===== config.mk =====
export PLATFORM = sky130hd
export DESIGN_NAME = smd_drive_flat
export DESIGN_NICKNAME = d
export VERILOG_FILES = /design/src/shared/smd_pkg.sv /design/src/shared/smd_if.sv /design/src/logic/smd_drive.sv /design/src/flat_wrapper.sv
export SDC_FILE = /design/constraint.sdc
export NUM_CORES = 1
export LEC_CHECK = 0
export BUFFER_PORTS_ARGS = -buffer_cell sky130_fd_sc_hd__buf_2
export CORE_UTILIZATION = 45
export CTS_CLUSTER_DIAMETER = 50
export DETAILED_ROUTE_END_ITERATION = 16
export PLACE_DENSITY = 0.69
export SYNTH_ARGS = -nofsm -noshare
export SYNTH_HDL_FRONTEND = slang
export SYNTH_SLANG_ARGS = --single-unit

===== constraint.sdc =====
create_clock -name clk -period 3.6 [get_ports clk]
set_clock_uncertainty 0.15 [all_clocks]
set_input_delay 0 -clock clk [delete_from_list [all_inputs] [get_ports clk]]
set_output_delay 0 -clock clk [all_outputs]
set_load 0.01 [all_outputs]

===== src/shared/smd_pkg.sv =====
// constants and types shared by the drive end and the control-unit end
// assumes one 250 MHz clock, synchronous active-high reset
// Function
// - controller drives twenty lines toward drive
// - select number is binary, weights 8..1
// - select on enable rise when number matches
// - SELECTED held until enable falls
// - selection survives select-number changes
// - control transmitters high-impedance unless selected
// - interface enable gates selection and operation
// - controller holds interface enable low at power
// - tags one at a time, only when selected
// - set cylinder takes bus 9..0
// - invalid cylinder raises seek error on rise
// - set cylinder fall clears on-cylinder, seek end
// - head set takes bus 6..0
// - control select makes bus control bits
// - bus 0 write gate writes data
// - write gate with mark enable records mark
// - write faults reported on fault line
// - only mark enable combines with write gate
// - bus 1 read gate reads or searches
// - status gated onto cable only when selected
// - fault inhibits read, write, clears ready
// - write gate while protected raises fault
package smd_pkg;
  localparam int sel_w = 4;
  localparam int bus_w = 10;
  localparam int cyl_w = 10;
  localparam int head_w = 7;
  localparam int tag_w = 4;
  // tag line positions
  localparam int tag_cyl = 0;
  localparam int tag_head = 1;
  localparam int tag_ctl = 2;
  localparam int tag_spare = 3;
  // control bit positions on the bus
  localparam int bit_wgate = 0;
  localparam int bit_rgate = 1;
  localparam int bit_fault_reset = 4;
  localparam int bit_am_en = 5;
  localparam int bit_rezero = 6;
  // status word layout
  localparam int st_w = 6;
  localparam int st_fault = 0;
  localparam int st_seek_err = 1;
  localparam int st_on_cyl = 2;
  localparam int st_ready = 3;
  localparam int st_wprot = 4;
  localparam int st_amark = 5;
  localparam logic [cyl_w-1:0] cyl_max_default = 10'h32a;
  localparam logic [cyl_w-1:0] cyl_reset = 10'h000;
  localparam logic [head_w-1:0] head_reset = 7'h00;
  // controller register map
  localparam logic [3:0] adr_sel = 4'h0;
  localparam logic [3:0] adr_cmd = 4'h1;
  localparam logic [3:0] adr_bus = 4'h2;
  localparam logic [3:0] adr_stat = 4'h3;
  localparam logic [31:0] word_zero = 32'h0000_0000;
  // levels held per tag step, in clock cycles
  localparam int tag_setup_cyc = 8;
  localparam int tag_hold_cyc = 8;
  localparam int cnt_w = 4;
  typedef enum logic [1:0] {cmd_none, cmd_cyl, cmd_head, cmd_ctl} cmd_t;
endpackage : smd_pkg


===== src/shared/smd_if.sv =====
// control cable plus the read/write cable's SELECTED line
// drive-side status outputs are resolved from their enable here; selected is passed straight through
`timescale 1ns/1ns
interface smd_if;
  import smd_pkg::*;
  logic sel_en;
  logic [sel_w-1:0] sel_num;
  logic if_en;
  logic [tag_w-1:0] tag;
  logic [bus_w-1:0] bus;
  logic selected;
  logic [st_w-1:0] status_o;
  logic status_oe_n;
  logic [st_w-1:0] status;
  assign status = status_oe_n ? '0 : status_o;
  modport drive (input sel_en, sel_num, if_en, tag, bus, output selected, status_o, status_oe_n);
  modport ctrl (output sel_en, sel_num, if_en, tag, bus, input selected, status);
endinterface : smd_if


===== src/logic/smd_drive.sv =====
// drive end: selection, tag decode, address latches, write/read gating, fault
// assumes cable levels are asynchronous to clk
//
// The register addresses and the plain strobed port are this design's own decisions.
`timescale 1ns/1ns
module smd_drive (
  input wire logic clk,
  input wire logic sys_rst,
  input wire logic ce,
  smd_if.drive cab,
  input wire logic [smd_pkg::sel_w-1:0] my_sel,
  input wire logic [smd_pkg::cyl_w-1:0] cyl_max,
  input wire logic wprot_in,
  input wire logic wfault_in,
  input wire logic seek_done,
  input wire logic amark_found,
  output logic [smd_pkg::cyl_w-1:0] cyl_addr,
  output logic [smd_pkg::head_w-1:0] head_addr,
  output logic write_en,
  output logic write_mark,
  output logic read_en,
  output logic mark_search
);
  import smd_pkg::*;
  localparam int in_w = 1 + sel_w + 1 + tag_w + bus_w;
  // ----------------------------------------
  // input synchronisers
  // ----------------------------------------
  logic [in_w-1:0] s1_reg, s2_reg, s3_reg;
  logic [in_w-1:0] stable_reg;
  always_ff @(posedge clk) begin
    if (sys_rst) begin
      s1_reg <= '0;
      s2_reg <= '0;
      s3_reg <= '0;
      stable_reg <= '0;
    end else if (ce) begin
      s1_reg <= {cab.sel_en, cab.sel_num, cab.if_en, cab.tag, cab.bus};
      s2_reg <= s1_reg;
      s3_reg <= s2_reg;
      // per-bit agreement filter
      for (int i = 0; i < in_w; i++) begin
        if (s2_reg[i] == s3_reg[i]) begin
          stable_reg[i] <= s3_reg[i];
        end
      end
    end
  end
  logic sel_en_s, if_en_s;
  logic [sel_w-1:0] sel_num_s;
  logic [tag_w-1:0] tag_s;
  logic [bus_w-1:0] bus_s;
  assign {sel_en_s, sel_num_s, if_en_s, tag_s, bus_s} = stable_reg;
  logic sel_en_d_reg;
  logic [tag_w-1:0] tag_d_reg;
  always_ff @(posedge clk) begin
    if (sys_rst) begin
      sel_en_d_reg <= 1'b0;
      tag_d_reg <= '0;
    end else if (ce) begin
      sel_en_d_reg <= sel_en_s;
      tag_d_reg <= tag_s;
    end
  end
  // ----------------------------------------
  // selection
  // ----------------------------------------
  logic sel_reg;
  always_ff @(posedge clk) begin
    if (sys_rst) begin
      sel_reg <= 1'b0;
    end else if (ce) begin
      if (!if_en_s || !sel_en_s) begin
        sel_reg <= 1'b0;
      end else if (!sel_en_d_reg && sel_num_s == my_sel) begin
        sel_reg <= 1'b1;
      end
      // once set, number changes are ignored
    end
  end
  logic active;
  assign active = sel_reg && if_en_s;
  logic [tag_w-1:0] tag_rise, tag_fall, tag_lvl;
  // a tag level or rise counts only when it stands alone
  assign tag_lvl = ($countones(tag_s) == 1 && active) ? tag_s : '0;
  assign tag_rise = tag_lvl & ~tag_d_reg;
  assign tag_fall = ~tag_s & tag_d_reg & {tag_w{active}};
  // ----------------------------------------
  // address latches and seek status
  // ----------------------------------------
  logic seek_err_reg, on_cyl_reg, fault_reg;
  always_ff @(posedge clk) begin
    if (sys_rst) begin
      cyl_addr <= cyl_reset;
      head_addr <= head_reset;
    end else if (ce) begin
      if (tag_lvl[tag_cyl]) begin
        cyl_addr <= bus_s[cyl_w-1:0];
      end
      if (tag_lvl[tag_head]) begin
        head_addr <= bus_s[head_w-1:0];
      end
    end
  end
  always_ff @(posedge clk) begin
    if (sys_rst) begin
      seek_err_reg <= 1'b0;
      on_cyl_reg <= 1'b0;
    end else if (ce) begin
      if (tag_rise[tag_cyl] && bus_s[cyl_w-1:0] > cyl_max) begin
        seek_err_reg <= 1'b1;
      end else if (tag_lvl[tag_ctl] && bus_s[bit_rezero]) begin
        seek_err_reg <= 1'b0;
      end
      if (tag_fall[tag_cyl]) begin
        on_cyl_reg <= 1'b0;
      end else if (seek_done) begin
        on_cyl_reg <= 1'b1;
      end
    end
  end
  // ----------------------------------------
  // control bits and fault
  // ----------------------------------------
  logic ctl;
  assign ctl = tag_lvl[tag_ctl];
  always_ff @(posedge clk) begin
    if (sys_rst) begin
      fault_reg <= 1'b0;
    end else if (ce) begin
      // set wins over a simultaneous reset
      if (ctl && bus_s[bit_wgate] && (wprot_in || wfault_in)) begin
        fault_reg <= 1'b1;
      end else if (ctl && bus_s[bit_fault_reset]) begin
        fault_reg <= 1'b0;
      end
    end
  end
  always_ff @(posedge clk) begin
    if (sys_rst) begin
      write_en <= 1'b0;
      write_mark <= 1'b0;
      read_en <= 1'b0;
      mark_search <= 1'b0;
    end else if (ce) begin
      write_en <= ctl && bus_s[bit_wgate] && !bus_s[bit_am_en] && !fault_reg && !wprot_in;
      write_mark <= ctl && bus_s[bit_wgate] && bus_s[bit_am_en] && !fault_reg && !wprot_in;
      read_en <= ctl && bus_s[bit_rgate] && !bus_s[bit_am_en] && !fault_reg;
      mark_search <= ctl && bus_s[bit_rgate] && bus_s[bit_am_en] && !fault_reg;
    end
  end
  // ----------------------------------------
  // cable outputs
  // ----------------------------------------
  logic selected_reg, oe_n_reg;
  logic [st_w-1:0] st_reg;
  always_ff @(posedge clk) begin
    if (sys_rst) begin
      selected_reg <= 1'b0;
      oe_n_reg <= 1'b1;
      st_reg <= '0;
    end else if (ce) begin
      selected_reg <= active;
      oe_n_reg <= !active;
      st_reg[st_fault] <= fault_reg;
      st_reg[st_seek_err] <= seek_err_reg;
      st_reg[st_on_cyl] <= on_cyl_reg; // fault leaves this alone
      st_reg[st_ready] <= !fault_reg;
      st_reg[st_wprot] <= wprot_in;
      st_reg[st_amark] <= mark_search && amark_found;
    end
  end
  assign cab.selected = selected_reg;
  assign cab.status_oe_n = oe_n_reg;
  assign cab.status_o = st_reg;
endmodule : smd_drive


===== src/flat_wrapper.sv =====
// flat-port wrapper written by rule: the top's interface ports become plain ports
module smd_drive_flat import smd_pkg::*;
  (clk, sys_rst, ce, my_sel, cyl_max, wprot_in, wfault_in, seek_done, amark_found, cyl_addr, head_addr, write_en, write_mark, read_en, mark_search, cab_sel_en, cab_sel_num, cab_if_en, cab_tag, cab_bus, cab_selected, cab_status_o, cab_status_oe_n);
  smd_if cab_i ();
  input wire logic clk;
  input wire logic sys_rst;
  input wire logic ce;
  input wire logic [smd_pkg::sel_w-1:0] my_sel;
  input wire logic [smd_pkg::cyl_w-1:0] cyl_max;
  input wire logic wprot_in;
  input wire logic wfault_in;
  input wire logic seek_done;
  input wire logic amark_found;
  output logic [smd_pkg::cyl_w-1:0] cyl_addr;
  output logic [smd_pkg::head_w-1:0] head_addr;
  output logic write_en;
  output logic write_mark;
  output logic read_en;
  output logic mark_search;
  input wire logic [$bits(cab_i.sel_en)-1:0] cab_sel_en;
  input wire logic [$bits(cab_i.sel_num)-1:0] cab_sel_num;
  input wire logic [$bits(cab_i.if_en)-1:0] cab_if_en;
  input wire logic [$bits(cab_i.tag)-1:0] cab_tag;
  input wire logic [$bits(cab_i.bus)-1:0] cab_bus;
  output wire logic [$bits(cab_i.selected)-1:0] cab_selected;
  output wire logic [$bits(cab_i.status_o)-1:0] cab_status_o;
  output wire logic [$bits(cab_i.status_oe_n)-1:0] cab_status_oe_n;
  assign cab_i.sel_en = cab_sel_en;
  assign cab_i.sel_num = cab_sel_num;
  assign cab_i.if_en = cab_if_en;
  assign cab_i.tag = cab_tag;
  assign cab_i.bus = cab_bus;
  assign cab_selected = cab_i.selected;
  assign cab_status_o = cab_i.status_o;
  assign cab_status_oe_n = cab_i.status_oe_n;
  smd_drive u_core (.clk(clk), .sys_rst(sys_rst), .ce(ce), .cab(cab_i), .my_sel(my_sel), .cyl_max(cyl_max), .wprot_in(wprot_in), .wfault_in(wfault_in), .seek_done(seek_done), .amark_found(amark_found), .cyl_addr(cyl_addr), .head_addr(head_addr), .write_en(write_en), .write_mark(write_mark), .read_en(read_en), .mark_search(mark_search));
endmodule

==> results.py <==
metrics = {
    "global_routing": {
        "grt_antenna_before_repair": 0,
        "grt_pass1_wl_mm": 16.35,
        "grt_max_degree": 117,
        "grt_pass1_vias": 3548,
        "grt.total_usage_pct": 20.26,
        "grt.overflow.total": 0,
    },
    "cts": {
        "cts.sinks": 115,
        "numCtsBuffers": 17,
        "cts_max_level": 4,
        "cts_root_buffer": "clkbuf_8",
        "postCtsSetupRepairBufs": 0,
        "cts_max_path_buffers": 2,
        "clk_latency_ns": 0.51,
        "cts_tree": "done",
        "clk_pin_slew_ns": 0.06,
    },
    "synthesis": {
        "yosysSeqAreaShare_pct": 50.58,
        "synthCells": 477,
        "ys_warn_count": 0,
        "synthFlopType": "dfxtp_1",
        "synth_cell_type_count": 38,
        "avgSynthCellArea_um2": 9.543,
        "syn_nets": 532,
        "syn_area_mm2": 0.004552,
        "synth_edf_count": 0,
        "synthArstFlopShare_pct": 0,
        "synth-seq-cells": 115,
    },
    "die": {
        "die_area_mm2": 0.01052,
        "ios": 70,
        "die_h_um": 102.6,
        "core_mm2": 0.009774,
        "initial_core_util_pct": 46.57,
        "die_w_um": 102.6,
        "num_rows": 36,
    },
    "timing": {
        "slew_headroom_pct": 22.87,
        "timing.fmax_ghz": 0.2953,
        "hold_viol": 0,
        "rsz0062_at_grt": "false",
        "finalCritPeriodShare_pct": 94.07,
        "setup_ws_ns": 0.2135,
        "slew_viol_final": 0,
        "period_minus_slack_ns": 3.386,
        "worstMarginPinSlew_ns": 1.157,
        "setup_violations": 0,
        "finalSetupTns_ns": 0,
    },
    "placement": {
        "gp_congestion": 0.7970,
        "io_buffers": 69,
        "place_hpwl_mm": 6.042,
        "pre_cts_ws_ns": 0.6415,
    },
    "pwr": {
        "pwr-share-comb_pct": 5.6,
        "seq_power_share_pct": 43.0,
        "p_int_mw": 2.385,
        "powerDensity_mw_per_mm2": 518.4,
        "switching_power_mw": 0.6778,
        "ir_drop_mv": 0.3951,
        "leakage_nw": 2.586,
        "clock_power_share_pct": 51.4,
        "swShare_pct": 22.13,
    },
    "critical_path": {
        "critPathMaxFanout": 11,
        "cp_top_family": "adder cells",
        "worst-r2r-setup-slack_ns": 0.21,
        "startpoint_type": "register",
        "rr_startpoint": "u_core.stable_reg[10]",
        "critPathMaxStageDelay_ns": 0.59,
        "path_cells": "ha_1 -> ha_1 -> fa_1 -> and4bb_1 -> and4_2 -> o211ai_1 -> o31ai_1 -> dlygate4sd3_1",
        "path_buf_inv": 1,
        "r2r_end": "u_core.seek_err_reg",
        "endpoint_kind": "register",
        "worst-setup-path-type": "register to register",
        "cp.required_ns": 3.90,
        "cp_common_cell": "ha_1",
        "path_depth": 8,
        "critPathArrivalTime_ns": 3.69,
        "worstSetupStartpoint": "u_core.stable_reg[10]",
        "reg2reg_depth": 8,
        "critPathCapture": "u_core.seek_err_reg",
        "crit_path_top_delay_cell": "dlygate4sd3_1",
    },
    "route": {
        "drt-total-wl_mm": 9.876,
        "drcViolationCount": 0,
        "top_layer": "met4",
        "viasPerCell": 5.076,
        "wl_met2_mm": 4.612,
        "vias": 3665,
        "wl_met1_mm": 4.693,
        "ant_nets": 0,
        "route.met3.wl_um": 452,
        "first_pass_iters": 4,
        "wl_per_cell_um": 13.68,
        "drt_iter0_markers": 178,
    },
    "cells_and_area": {
        "layout.nets": 631,
        "areaGrowthSynthToFinish_pct": 29.80,
        "diodes": 0,
        "layout-drive-gt1-share_pct": 17.83,
    },
    "flow_run": {
        "maxCapViolCount": 0,
    },
    "hold_path": {
        "hold_path.class": "input port to register",
    },
    "status": {
        "status": "finished, final reports clean",
    },
}
==> area by class of cell <==
cell class	instances	area, um2
clock buffer	19	431.7
clock inverter	13	135.1
fill	834	3866
inverter	13	48.80
multi-input combinational	321	2086
sequential	115	2302
tap	133	166.4
timing repair buffer	108	738.2
==> per-stage QoR <==
| step | cell area [um2] | utilization [%] | hold WS, ns | instances | total power [mW] |
|---|---|---|---|---|---|
| after global placement | 4960 | 50.74 | 0.08394 | 652 | 1.477 |
| after detailed placement | 4960 | 50.74 | 0.09108 | 652 | 1.482 |
| final | 5908 | 60.45 | 0.02980 | 722 | 3.063 |
| after global routing | 5908 | 60.45 | 0.06783 | 722 | 3.175 |
| after CTS | 5907 | 60.43 | 0.02279 | 722 | 3.092 |
| after floorplan | 4552 | - | -0.002845 | 477 | 1.439 |
==> logic make-up after synthesis <==
| family | synth area share, % |
|---|---|
| AOI/OAI and AO/OA | 11.71 |
| xor gates and xnor gates | 0.7698 |
| adders and majority gates | 4.013 |
| buffers and inverters | 3.628 |
| DFF | 50.58 |
| muxes | 15.61 |
| and+or+nand+nor | 13.69 |
==> cells in the final DEF, fill, tap and decap left out, drive strengths merged, types with 3 or more instances in the layout <==
cell type / instances
nand3: 3
and2: 12
buf: 70
dlygate4sd3: 38
dfxtp: 115
clkbuf: 19
mux2i: 71
a21o: 7
o211ai: 3
clkinv: 5
nor2: 87
xnor2: 3
clkinvlp: 5
ha: 13
and4: 3
o21ai: 33
nand2: 20
a21oi: 42
inv: 14
==> worst reg2reg max path, cell delays in order, from the launching register on <==
cell	delay, ns
dfxtp_1	0.42
ha_1	0.26
ha_1	0.20
fa_1	0.44
and4bb_1	0.33
and4_2	0.50
o211ai_1	0.16
o31ai_1	0.28
dlygate4sd3_1	0.59
==> routing by layer <==
metal	vias to the layer above	track usage, %
met1	1708	24.66
met3	9	4.610
met4	0	10.66
li1	1854	-
met2	94	33.49
met5	-	0
==> power groups by stage <==
stage / sequential (mW) / combinational [mW] / clock (mW)
2_1_floorplan: 1.34 / 0.0983 / 0
3_3_place_gp: 1.34 / 0.133 / 0
3_5_place_dp: 1.34 / 0.137 / 0
4_1_cts: 1.32 / 0.170 / 1.60
5_1_grt: 1.32 / 0.188 / 1.67
6_report: 1.32 / 0.171 / 1.57
==> worst min-delay path by stage <==
stage / start / end / slack, ns / cells after the start
finish: sys_rst / u_core.cyl_addr[8] / 0.03 / 2
global route: sys_rst / u_core.cyl_addr[1] / 0.07 / 2
CTS: sys_rst / u_core.s2_reg[8] / 0.02 / 2
detailed placement: cab_sel_num[2] / u_core.s1_reg[17] / 0.09 / 3
global placement: cab_bus[3] / u_core.s1_reg[3] / 0.08 / 3
floorplan: cab_bus[0] / u_core.s1_reg[0] / -0.003 / 2
==> synth_stat cells (all sizes together), types with 2 or more instances <==
library cell  number  area (um2)
mux2i             71       710.7
ha                13       162.7
and4               3       26.28
a21o               7       52.55
o31ai              2       15.01
o21ai             33       165.2
nand2b             2       12.51
xnor2              3       26.28
buf               10       48.80
o211ai             3       22.52
nand4              2       12.51
a211oi             2       15.01
and2              12       75.07
nor2              87       326.6
dfxtp            115        2302
a21oi             42       210.2
clkbuf            18       67.56
inv               13       48.79
nor3               2       10.01
nand3              3       15.01
nand2             20       75.07
==> timing repair <==
action                                 CTS  global route
hold buffers                            38             0
setup endpoints to repair                0             1
resized for setup                        0             1
endpoints found under the hold margin   48             0
Note: power is estimated with default switching activity, not from simulation.
